### src/logic/aem_consts.vh
/*
 * constants for the extended-mode audio register bank: port offsets,
 * extension register numbers, field positions, reset values, codes.
 * assumes inclusion by bare name from the design file.
 */
`ifndef AEM_CONSTS_VH
`define AEM_CONSTS_VH

// ****************************************
// host port offsets
// ****************************************
`define AEM_PORT_READ_DATA 12'h00A
`define AEM_PORT_READ_STATUS 12'h00E
`define AEM_PORT_COMMAND 12'h00C
`define AEM_PORT_SYN_IDX0 12'h388
`define AEM_PORT_SYN_DAT0 12'h389
`define AEM_PORT_SYN_IDX1 12'h38A
`define AEM_PORT_SYN_DAT1 12'h38B

// ****************************************
// extension register numbers
// ****************************************
`define AEM_REG_RELOAD_LO 8'hA4
`define AEM_REG_RELOAD_HI 8'hA5
`define AEM_REG_PROG_TYPE 8'hA8
`define AEM_REG_INT_CTRL 8'hB1
`define AEM_REG_DMA_CTRL 8'hB2
`define AEM_REG_IN_GAIN 8'hB4
`define AEM_REG_PB_INIT 8'hB6
`define AEM_REG_FMT_CFG 8'hB7
`define AEM_CMD_READ 8'hC0

// ****************************************
// field positions and masks
// ****************************************
`define AEM_PT_MONITOR 3
`define AEM_PT_MASK 8'h0B
`define AEM_IC_CPU_IRQ 7
`define AEM_IC_OVF_IRQ 6
`define AEM_IC_HALF_IRQ 5
`define AEM_IC_IRQ_EN 4
`define AEM_DC_GAME_REQ 7
`define AEM_DC_EXT_REQ 6
`define AEM_DC_GAME_EN 5
`define AEM_DC_WR_MASK 8'hF0
`define AEM_PB_MASK 8'h80
`define AEM_RDA_BIT 7

// ****************************************
// codes and reset values
// ****************************************
`define AEM_PT_MONO 2'h2
`define AEM_PT_STEREO 2'h1
`define AEM_SEL_A 4'h5
`define AEM_SEL_B 4'hA
`define AEM_SEL_C 4'hF
`define AEM_SEL_OTHER 4'h0
`define AEM_INT_CTRL_RST 8'h05
`define AEM_FMT_HDR_UNS 8'h51
`define AEM_FMT_HDR_SGN 8'h71
`define AEM_FMT_STEREO 3
`define AEM_FMT_WIDE 2
`define AEM_FMT_SIGNED 5
`define AEM_SYN_REGS 243
`define AEM_SYN_BANK_SZ 256
`define AEM_SYN_STATUS_RST 8'h00

`endif

### src/logic/aem_fifo.v
/*
 * synchronous fifo with valid/ready on both sides.
 * assumes one clock and an active low asynchronous reset.
 */
`timescale 1ns/100ps
module aem_fifo #(
  parameter WIDTH = 8,
  parameter DEPTH = 16,
  parameter AW = 4
) (
  // clock and reset
  input wire clk_sys,
  input wire reset_n,
  // fill side
  input wire inValid,
  output wire inReady,
  input wire [WIDTH-1:0] inData,
  // drain side
  output wire outValid,
  input wire outReady,
  output wire [WIDTH-1:0] outData,
  // level
  output wire [AW:0] level
);
  reg [WIDTH-1:0] mem [0:DEPTH-1];
  reg [AW-1:0] wrPtr_ff;
  reg [AW-1:0] rdPtr_ff;
  reg [AW:0] count_ff;
  wire push;
  wire pop;

  assign inReady = (count_ff != DEPTH[AW:0]);
  assign outValid = (count_ff != {(AW+1){1'b0}});
  assign outData = mem[rdPtr_ff];
  assign level = count_ff;
  assign push = inValid & inReady;
  assign pop = outValid & outReady;

  always @(posedge clk_sys) begin
    if (push) begin
      mem[wrPtr_ff] <= inData;
    end
  end

  always @(posedge clk_sys or negedge reset_n) begin
    if (!reset_n) begin
      wrPtr_ff <= {AW{1'b0}};
      rdPtr_ff <= {AW{1'b0}};
      count_ff <= {(AW+1){1'b0}};
    end else begin
      if (push) begin
        wrPtr_ff <= wrPtr_ff + 1'b1;
      end
      if (pop) begin
        rdPtr_ff <= rdPtr_ff + 1'b1;
      end
      if (push && !pop) begin
        count_ff <= count_ff + 1'b1;
      end else if (pop && !push) begin
        count_ff <= count_ff - 1'b1;
      end
    end
  end
endmodule

### src/logic/aem_register_bank.v
/*
 * extended-mode register bank of a sound controller: command port with
 * extension register write/read, dma transfer counter, request and
 * interrupt gating, format decode, indexed synthesizer register file,
 * and a playback byte fifo between dma and the converter.
 * assumes a synchronous host strobe interface on clk_sys; the dma
 * acknowledge and half-empty sources come from logic on the same clock.
 */
`timescale 1ns/100ps
`include "aem_consts.vh"

// Contract
// reload transfer counter from reload value at start and each overflow
// reload low byte from A4, high byte from A5
// counter increments once per byte moved by dma
// program type 10 mono, 01 stereo
// bit 3 of program type enables record monitor
// interrupt control bit 7 low suppresses processor interrupt
// counter overflow interrupt only with bit 6 set
// fifo half-empty interrupt in extended mode only with bit 5
// bit 4 low blocks every interrupt source
// four-bit select routes interrupt to line 5, 7, 10 or other
// host keeps game-compatible request bit clear in extended mode
// extended dma requests only with dma control bit 6
// game mode dma requests only with dma control bit 5
// dma channel reported in read-only four-bit field
// low nibble left gain, high nibble right gain
// B6 sets playback sign only: 80 unsigned, 00 signed
// host writes two bytes to B7: header then format byte
// second B7 byte decodes channels, width and sign
// host writes index to 388 or 38A, data to 389 or 38B
// last synthesizer index is kept for later data writes
// synthesizer ports write-only except status read at 388
// 243 synthesizer control registers in two banks
// extension write: register number then data to command port
// extension read: C0, number, poll data-available, read value
// reserved bits read zero and ignore writes
module aem_register_bank #(
  parameter FIFO_DEPTH = 16,
  parameter FIFO_AW = 4,
  parameter [3:0] DMA_CHAN_CODE = 4'h5
) (
  // clock and reset
  input wire clk_sys,
  input wire reset_n,
  // host port access
  input wire [11:0] hostAddr,
  input wire hostWr,
  input wire hostRd,
  input wire [7:0] hostWrData,
  output reg [7:0] hostRdData,
  // mode and dma
  input wire extMode,
  input wire dmaAck,
  input wire [7:0] dmaData,
  output reg dmaReq,
  // converter side of the playback fifo
  output reg [7:0] pbData,
  output reg pbValid,
  input wire pbReady,
  // interrupt
  input wire halfEmptyEvt,
  output reg irqLine5,
  output reg irqLine7,
  output reg irqLine10,
  output reg irqLineOther,
  // decoded configuration
  output reg monoMode,
  output reg stereoMode,
  output reg recMonitor,
  output reg [3:0] gainLeft,
  output reg [3:0] gainRight,
  output reg pbUnsigned,
  output reg fmtStereo,
  output reg fmtWide,
  output reg fmtSigned,
  output reg [7:0] synStatusOut
);
  // ****************************************
  // state
  // ****************************************
  localparam CMD_IDLE = 2'h0;
  localparam CMD_DATA = 2'h1;
  localparam CMD_RDNUM = 2'h2;

  reg [1:0] cmdState_ff;
  reg [1:0] nxt_cmdState;
  reg [7:0] cmdReg_ff;
  reg [7:0] reloadLo_ff;
  reg [7:0] reloadHi_ff;
  reg [7:0] progType_ff;
  reg [7:0] intCtrl_ff;
  reg [7:0] dmaCtrl_ff;
  reg [7:0] inGain_ff;
  reg [7:0] pbInit_ff;
  reg [7:0] fmtHdr_ff;
  reg [7:0] fmtByte_ff;
  reg fmtSecond_ff;
  reg [7:0] readBack_ff;
  reg readAvail_ff;
  reg [15:0] xferCount_ff;
  reg started_ff;
  reg [7:0] synIdx_ff;
  reg synBank_ff;
  reg [7:0] synStatus_ff;
  reg [7:0] synMem [0:2*`AEM_SYN_BANK_SZ-1];
  reg [7:0] extRead;

  wire isCmd;
  wire cmdWr;
  wire xferByte;
  wire overflow;
  wire irqPending;
  wire fifoInReady;
  wire fifoOutValid;
  wire [7:0] fifoOutData;
  wire fifoPop;

  assign isCmd = (hostAddr == `AEM_PORT_COMMAND);
  assign cmdWr = hostWr & isCmd;
  assign fifoPop = pbReady | ~pbValid;
  // byte moved count
  assign xferByte = dmaReq & dmaAck & fifoInReady;
  assign overflow = xferByte & (xferCount_ff == 16'hFFFF);

  // ****************************************
  // playback fifo
  // ****************************************
  aem_fifo #(
    .WIDTH(8),
    .DEPTH(FIFO_DEPTH),
    .AW(FIFO_AW)
  ) u_fifo (
    .clk_sys(clk_sys),
    .reset_n(reset_n),
    .inValid(xferByte),
    .inReady(fifoInReady),
    .inData(dmaData),
    .outValid(fifoOutValid),
    .outReady(fifoPop),
    .outData(fifoOutData),
    .level()
  );

  // ****************************************
  // command port sequencing
  // ****************************************
  // number then data
  always @* begin
    nxt_cmdState = cmdState_ff;
    case (cmdState_ff)
      CMD_IDLE: begin
        if (cmdWr) begin
          if (hostWrData == `AEM_CMD_READ) begin
            nxt_cmdState = CMD_RDNUM;
          end else begin
            nxt_cmdState = CMD_DATA;
          end
        end
      end
      CMD_DATA: begin
        if (cmdWr) begin
          nxt_cmdState = CMD_IDLE;
        end
      end
      CMD_RDNUM: begin
        if (cmdWr) begin
          nxt_cmdState = CMD_IDLE;
        end
      end
      default: begin
        nxt_cmdState = CMD_IDLE;
      end
    endcase
  end

  // reserved bits zero
  always @* begin
    case (hostWrData)
      `AEM_REG_RELOAD_LO: extRead = reloadLo_ff;
      `AEM_REG_RELOAD_HI: extRead = reloadHi_ff;
      `AEM_REG_PROG_TYPE: extRead = progType_ff;
      `AEM_REG_INT_CTRL: extRead = intCtrl_ff;
      // channel read-only
      `AEM_REG_DMA_CTRL: extRead = {dmaCtrl_ff[7:4], DMA_CHAN_CODE};
      `AEM_REG_IN_GAIN: extRead = inGain_ff;
      `AEM_REG_PB_INIT: extRead = pbInit_ff;
      `AEM_REG_FMT_CFG: extRead = fmtByte_ff;
      default: extRead = 8'h00;
    endcase
  end

  // ****************************************
  // registers
  // ****************************************
  always @(posedge clk_sys or negedge reset_n) begin
    if (!reset_n) begin
      cmdState_ff <= CMD_IDLE;
      cmdReg_ff <= 8'h00;
      reloadLo_ff <= 8'h00;
      reloadHi_ff <= 8'h00;
      progType_ff <= 8'h00;
      intCtrl_ff <= `AEM_INT_CTRL_RST;
      dmaCtrl_ff <= 8'h00;
      inGain_ff <= 8'h00;
      pbInit_ff <= 8'h00;
      fmtHdr_ff <= 8'h00;
      fmtByte_ff <= 8'h00;
      fmtSecond_ff <= 1'b0;
      readBack_ff <= 8'h00;
      readAvail_ff <= 1'b0;
    end else begin
      cmdState_ff <= nxt_cmdState;
      if (cmdWr && cmdState_ff == CMD_IDLE) begin
        cmdReg_ff <= hostWrData;
      end
      // read-back data available
      if (cmdWr && cmdState_ff == CMD_RDNUM) begin
        readBack_ff <= extRead;
        readAvail_ff <= 1'b1;
      end else if (hostRd && hostAddr == `AEM_PORT_READ_DATA) begin
        readAvail_ff <= 1'b0;
      end
      if (cmdWr && cmdState_ff == CMD_DATA) begin
        case (cmdReg_ff)
          // reload byte lanes
          `AEM_REG_RELOAD_LO: reloadLo_ff <= hostWrData;
          `AEM_REG_RELOAD_HI: reloadHi_ff <= hostWrData;
          `AEM_REG_PROG_TYPE: progType_ff <= hostWrData & `AEM_PT_MASK;
          `AEM_REG_INT_CTRL: intCtrl_ff <= hostWrData;
          `AEM_REG_DMA_CTRL: dmaCtrl_ff <= hostWrData & `AEM_DC_WR_MASK;
          `AEM_REG_IN_GAIN: inGain_ff <= hostWrData;
          // sign setup only
          `AEM_REG_PB_INIT: pbInit_ff <= hostWrData & `AEM_PB_MASK;
          // two-byte load
          `AEM_REG_FMT_CFG: begin
            if (fmtSecond_ff) begin
              fmtByte_ff <= hostWrData;
            end else begin
              fmtHdr_ff <= hostWrData;
            end
            fmtSecond_ff <= ~fmtSecond_ff;
          end
          default: begin
          end
        endcase
      end
    end
  end

  // ****************************************
  // transfer counter and dma request
  // ****************************************
  always @(posedge clk_sys or negedge reset_n) begin
    if (!reset_n) begin
      xferCount_ff <= 16'h0000;
      started_ff <= 1'b0;
      dmaReq <= 1'b0;
    end else begin
      // reload while idle and on overflow
      // holding the reload while idle lets the first byte count as well
      if (overflow || (!started_ff && !xferByte)) begin
        xferCount_ff <= {reloadHi_ff, reloadLo_ff};
      end else if (xferByte) begin
        xferCount_ff <= xferCount_ff + 16'h0001;
      end
      if (xferByte) begin
        started_ff <= 1'b1;
      end
      // extended request gate
      // game request gate
      // game bit assumed clear
      if (extMode) begin
        dmaReq <= dmaCtrl_ff[`AEM_DC_EXT_REQ] & fifoInReady;
      end else begin
        dmaReq <= dmaCtrl_ff[`AEM_DC_GAME_EN] & fifoInReady;
      end
      if (!dmaCtrl_ff[`AEM_DC_EXT_REQ] && !dmaCtrl_ff[`AEM_DC_GAME_EN]) begin
        started_ff <= 1'b0;
      end
    end
  end

  // ****************************************
  // interrupt gating and routing
  // ****************************************
  // processor interrupt gate
  // overflow source
  // half-empty source
  // global enable
  assign irqPending = intCtrl_ff[`AEM_IC_CPU_IRQ] &
    intCtrl_ff[`AEM_IC_IRQ_EN] &
    ((overflow & intCtrl_ff[`AEM_IC_OVF_IRQ]) |
    (halfEmptyEvt & extMode & intCtrl_ff[`AEM_IC_HALF_IRQ]));

  always @(posedge clk_sys or negedge reset_n) begin
    if (!reset_n) begin
      irqLine5 <= 1'b0;
      irqLine7 <= 1'b0;
      irqLine10 <= 1'b0;
      irqLineOther <= 1'b0;
    end else begin
      // line select
      irqLine5 <= irqPending & (intCtrl_ff[3:0] == `AEM_SEL_A);
      irqLine7 <= irqPending & (intCtrl_ff[3:0] == `AEM_SEL_B);
      irqLine10 <= irqPending & (intCtrl_ff[3:0] == `AEM_SEL_C);
      irqLineOther <= irqPending & (intCtrl_ff[3:0] == `AEM_SEL_OTHER);
    end
  end

  // ****************************************
  // synthesizer index and data ports
  // ****************************************
  // two banks of registers
  always @(posedge clk_sys) begin
    // data write to indexed register
    if (hostWr && (hostAddr == `AEM_PORT_SYN_DAT0 ||
        hostAddr == `AEM_PORT_SYN_DAT1)) begin
      synMem[{synBank_ff, synIdx_ff}] <= hostWrData;
    end
  end

  always @(posedge clk_sys or negedge reset_n) begin
    if (!reset_n) begin
      synIdx_ff <= 8'h00;
      synBank_ff <= 1'b0;
      synStatus_ff <= `AEM_SYN_STATUS_RST;
    end else begin
      // index retained
      if (hostWr && hostAddr == `AEM_PORT_SYN_IDX0) begin
        synIdx_ff <= hostWrData;
        synBank_ff <= 1'b0;
      end else if (hostWr && hostAddr == `AEM_PORT_SYN_IDX1) begin
        synIdx_ff <= hostWrData;
        synBank_ff <= 1'b1;
      end
      synStatus_ff <= `AEM_SYN_STATUS_RST;
    end
  end

  // ****************************************
  // host read data and decoded outputs
  // ****************************************
  always @(posedge clk_sys or negedge reset_n) begin
    if (!reset_n) begin
      hostRdData <= 8'h00;
      pbData <= 8'h00;
      pbValid <= 1'b0;
      monoMode <= 1'b0;
      stereoMode <= 1'b0;
      recMonitor <= 1'b0;
      gainLeft <= 4'h0;
      gainRight <= 4'h0;
      pbUnsigned <= 1'b0;
      fmtStereo <= 1'b0;
      fmtWide <= 1'b0;
      fmtSigned <= 1'b0;
      synStatusOut <= 8'h00;
    end else begin
      // only status readable
      if (hostRd) begin
        if (hostAddr == `AEM_PORT_SYN_IDX0) begin
          hostRdData <= synStatus_ff;
        end else if (hostAddr == `AEM_PORT_READ_DATA) begin
          hostRdData <= readBack_ff;
        end else if (hostAddr == `AEM_PORT_READ_STATUS) begin
          hostRdData <= {readAvail_ff, 7'h00};
        end else begin
          hostRdData <= 8'h00;
        end
      end
      if (fifoPop) begin
        pbValid <= fifoOutValid;
        pbData <= fifoOutData;
      end
      // program type decode
      monoMode <= (progType_ff[1:0] == `AEM_PT_MONO);
      stereoMode <= (progType_ff[1:0] == `AEM_PT_STEREO);
      // record monitor
      recMonitor <= progType_ff[`AEM_PT_MONITOR];
      // gain nibbles
      gainLeft <= inGain_ff[3:0];
      gainRight <= inGain_ff[7:4];
      pbUnsigned <= pbInit_ff[7];
      // format byte decode
      fmtStereo <= fmtByte_ff[`AEM_FMT_STEREO];
      fmtWide <= fmtByte_ff[`AEM_FMT_WIDE];
      fmtSigned <= fmtByte_ff[`AEM_FMT_SIGNED];
      synStatusOut <= synStatus_ff;
    end
  end
endmodule

### config.mk
export PLATFORM = sky130hd
export DESIGN_NAME = aem_register_bank
export DESIGN_NICKNAME = d
export VERILOG_FILES = /design/src/logic/aem_fifo.v /design/src/logic/aem_register_bank.v
export VERILOG_INCLUDE_DIRS = /design/src /design/src/logic
export SDC_FILE = /design/constraint.sdc
export NUM_CORES = 1
export LEC_CHECK = 0
export BUFFER_PORTS_ARGS = -buffer_cell sky130_fd_sc_hd__buf_2
export CORE_ASPECT_RATIO = 1.1
export CORE_UTILIZATION = 65
export DETAILED_ROUTE_END_ITERATION = 8
export HOLD_SLACK_MARGIN = 0.15
export PLACE_DENSITY = 0.88
export SETUP_SLACK_MARGIN = 0.02
export SYNTH_ARGS = -nofsm -noshare
export SYNTH_HDL_FRONTEND = slang
export SYNTH_SLANG_ARGS = --single-unit
### constraint.sdc
create_clock -name clk_sys -period 7.65 [get_ports clk_sys]
set_input_delay 0.765 -clock clk_sys [delete_from_list [all_inputs] [get_ports clk_sys]]
set_output_delay 0.765 -clock clk_sys [all_outputs]
set_load 0.05 [all_outputs]
==> summary.md <==
| Metric | Value |
|---|---|
| Gate power share | `0.164` |
| Syn_area_per_cell | `between 10 and 15 um^2` |
| Final setup viols | `0` |
| Synth cell types | `75` |
| Period utilization | `0.417` |
| Die Ht | `140 um` |
| Worst-path clk slew | `about 0.06 ns` |
| Worst setup SP type | `register` |
| Max incr delay on CP | `about 0.56 ns` |
| CP required | `8.06 ns` |
| Worst-margin pin slew | `1.24 ns` |
| Post-synth EDFFs | `between 100 and 150` |
| I/O pin count | `81` |
| Yosys warning count | `0` |
| Routed via count | `roughly 7.2k` |
| Slew HR | `0.170` |
| Filler instances | `990` |
| Dpl cells | `between 1k and 1.5k` |
| Peak VDD IR | `0.242 mV` |
| Power per standard cell area | `about 280 nW/um^2` |
| Root buf cell | `clkbuf_16` |
| Max-cap viol count | `0` |
| Starting Density | `0.664` |
| CP Capture Type | `register` |
| First-pass GRT wire length | `40,600 um` |
| Clk_lat worst skew | `approximately 0.53 ns` |
| DP HPWL | `~17,000 um` |
| Max-slew violations | `0` |
| Diodes inserted | `0` |
| DR DRC count | `0` |
| Sum Neg Setup Slack | `0 ns` |
| CP top delay family | `simple AND/OR/NAND/NOR gates` |
| 1st-iter DRT viols | `849` |
| Final hold viol count | `0` |
| CP dominant cell by count | `nor2_1` |
| Leak | `approximately 5.1 nW` |
| Sequential power share | `0.462` |
| Setup Fix Bufs, Post-CTS | `0` |
| Final net count | `about 890` |
| Psw | `0.984 mW` |
| Fraction of layout cells with a size suffix above 1 | `0.266` |
| Footprint of the multi-input gates | `around 3800 um^2` |
| # H-tree levels | `1` |
| GR Overflow Total | `0` |
| TritonCTS buffer count | `26` |
| Reg area | `7230 um^2` |
| Post-layout minimum cycle time | `around 3.2 ns` |
| # resized after CTS | `0` |
| Worst hold path type | `in2async` |
| CTS tree | `yes` |
| Clk sinks | `around 260` |
| Initial antenna violation count | `0` |
| Die width | `128 um` |
| Die area | `17,900 um^2` |
| Number of global-route vias before repair | `7,402` |
| Row Count | `50` |
| Clock Skew | `0.0153 ns` |
| Mapped Cells | `~800` |
| Internal | `roughly 2.6 mW` |
| Register area share after synthesis | `0.639` |
| CP arrival | `between 3 and 4 ns` |
| Post-route insts no fill | `1,096` |
| CP max FO | `5` |
| Max Freq | `about 0.31 GHz` |
| Outcome | `finished clean` |
| Routed Antenna Nets | `0` |
| Routed wire per std cell | `23.8 um` |
| Clock share of power | `0.374` |
| Most used DFF post-synth | `dfrtp_1` |
| Core Region | `between 15,000 and 20,000 um^2` |
| Final Util | `0.747` |
| Cell area after synthesis | `~11,000 um^2` |
| Clock Tree Buf Depth | `3` |
| Post-Route WL | `roughly 26,000 um` |
| #FFs+latches synth | `approximately 260` |
| Synth async-reset ratio | `0.513` |
| Crit path cell chain | `or4_1 -> nor2_1 -> nor2_1 -> inv_1 -> ha_1 -> inv_1 -> fa_1 -> a21o_1 -> a21oi_1 -> xnor2_1 -> nor2_1 -> xor2_1` |
| RSZ-0062 raised after global routing | `no` |
| Overall global routing resource usage | `0.301` |
| Number of buffers added on ports | `72` |
| P&R area growth vs syn | `12.4%` |
| 1st-pass router iterations | `7` |
| Hold Buf Count CTS | `0` |
| Vias per cell | `6.57` |
| CP Class | `reg2reg` |
| Worst path bufs/invs | `2` |
| Crit path max-delay cell type | `or4_1` |
| Sw frac | `0.273` |
| Gpl congestion | `approximately 0.93` |
| Largest net degree at the start of global routing | `81` |
worst paths after layout:
| path | from | slack, ns | to | cells after the start |
|---|---|---|---|---|
| max | u_fifo.level[1] | 4.46 | u_fifo.level[4] | 12 |
| min | reset_n | 0.19 | pbData[4] | 1 |
| max reg2reg | u_fifo.level[1] | 4.46 | u_fifo.level[4] | 12 |
| min reg2reg | inGain_ff[0] | 0.40 | gainLeft[0] | 0 |
| max in group asynchronous | reset_n | 6.04 | reloadHi_ff[5] | 2 |
| min in group clk_sys | inGain_ff[0] | 0.40 | gainLeft[0] | 0 |
state kept, by name, indices dropped and copies added (netlist names), 4 cells and up:
name	count
cmdReg_ff	8
dmaCtrl_ff	4
fmtByte_ff	8
gainLeft	4
gainRight	4
hostRdData	8
inGain_ff	8
intCtrl_ff	8
pbData	8
readBack_ff	8
reloadHi_ff	8
reloadLo_ff	8
u_fifo.level	5
u_fifo.mem	128
u_fifo.rdPtr_ff	4
u_fifo.wrPtr_ff	4
xferCount_ff	16
logic make-up (layout without fill, tap and decap cells):
kind of cell | after synthesis | after routing | share of synthesized area
DFF | 263 | 263 | 0.639
and+or+nand+nor | 214 | 214 | 0.108
AOI/OAI and AO/OA | 112 | 112 | 0.0704
muxes | 99 | 99 | 0.131
buffers and inverters | 64 | 140 | 0.0251
adders and majority gates | 14 | 14 | 0.0162
xor gates and xnor gates | 12 | 12 | 0.00930
other | 1 | 8 | 0.000332
per-layer routing:
layer / GRT usage / up-vias / part of all wire
li1: - / 3084 / -
met1: 0.385 / 3659 / 0.38
met2: 0.515 / 379 / 0.51
met3: 0.0531 / 75 / 0.075
met4: 0.121 / 0 / 0.036
met5: 0 / - / 0
cell usage in the layout, fill, tap and decap left out, types with 17 or more instances in the layout:
master	count
nor2b_1	19
a21oi_1	22
edfxtp_1	128
nand2_1	37
nor2_1	54
dfrtp_1	132
nand3_1	17
mux4_2	33
clkbuf_16	26
buf_2	71
mux2_2	57
power by group through the flow:
stage	sequential (mW)	combinational [mW]	clock (mW)
after floorplan	1.67	0.440	0
after global placement	1.68	0.555	0
after detailed placement	1.69	0.576	0
after CTS	1.67	0.590	1.35
after global routing	1.68	0.627	1.40
final	1.66	0.591	1.35
Yosys cell counts (4+ instances only):
library cell  number  area, um^2
and3_1             5        31.3
buf_4              9        67.6
buf_2              8        40.0
nor3_1            16        80.1
ha_1              13         163
mux2i_1            8        80.1
inv_1             16        60.1
nand3_1           17        85.1
a21oi_1           22         110
a22o_1             9        78.8
mux4_2            33         743
nand2_1           37         139
nand3b_1           4        30.0
clkbuf_1          29         109
o22ai_1            5        31.3
and4_1             7        61.3
xnor2_1           10        87.6
nor2b_1           19         119
nand4_1           12        75.1
edfxtp_1         128        3840
o21ai_0           11        55.1
mux2_2            57         642
a31oi_1            6        37.5
nor2_1            54         203
a22oi_1           13        97.6
dfrtp_1          133        3330
o21a_1             4        30.0
a211oi_1           7        52.6
nand2b_1           9        56.3
a2111oi_0         10        87.6
through the flow:
| step | hold WS [ns] | cell area [um^2] | setup WS (ns) | power (mW) |
|---|---|---|---|---|
| 2_1_floorplan | 0.368 | 11300 | 4.68 | 2.11 |
| 3_3_place_gp | 0.383 | 11800 | 4.55 | 2.24 |
| 3_5_place_dp | 0.385 | 11800 | 4.42 | 2.27 |
| 4_1_cts | 0.216 | 12700 | 4.48 | 3.61 |
| 5_1_grt | 0.236 | 12700 | 4.28 | 3.71 |
| 6_report | 0.186 | 12700 | 4.46 | 3.60 |
area by class of cell:
class                      count  share of cell area
clock buffer                  35              0.0578
clock inverter                13              0.0143
inverter                      17             0.00502
multi-input combinational    459               0.300
sequential                   263               0.569
tap                          234              0.0230
timing repair buffer          75              0.0306
(Power assumes the default switching activity.)
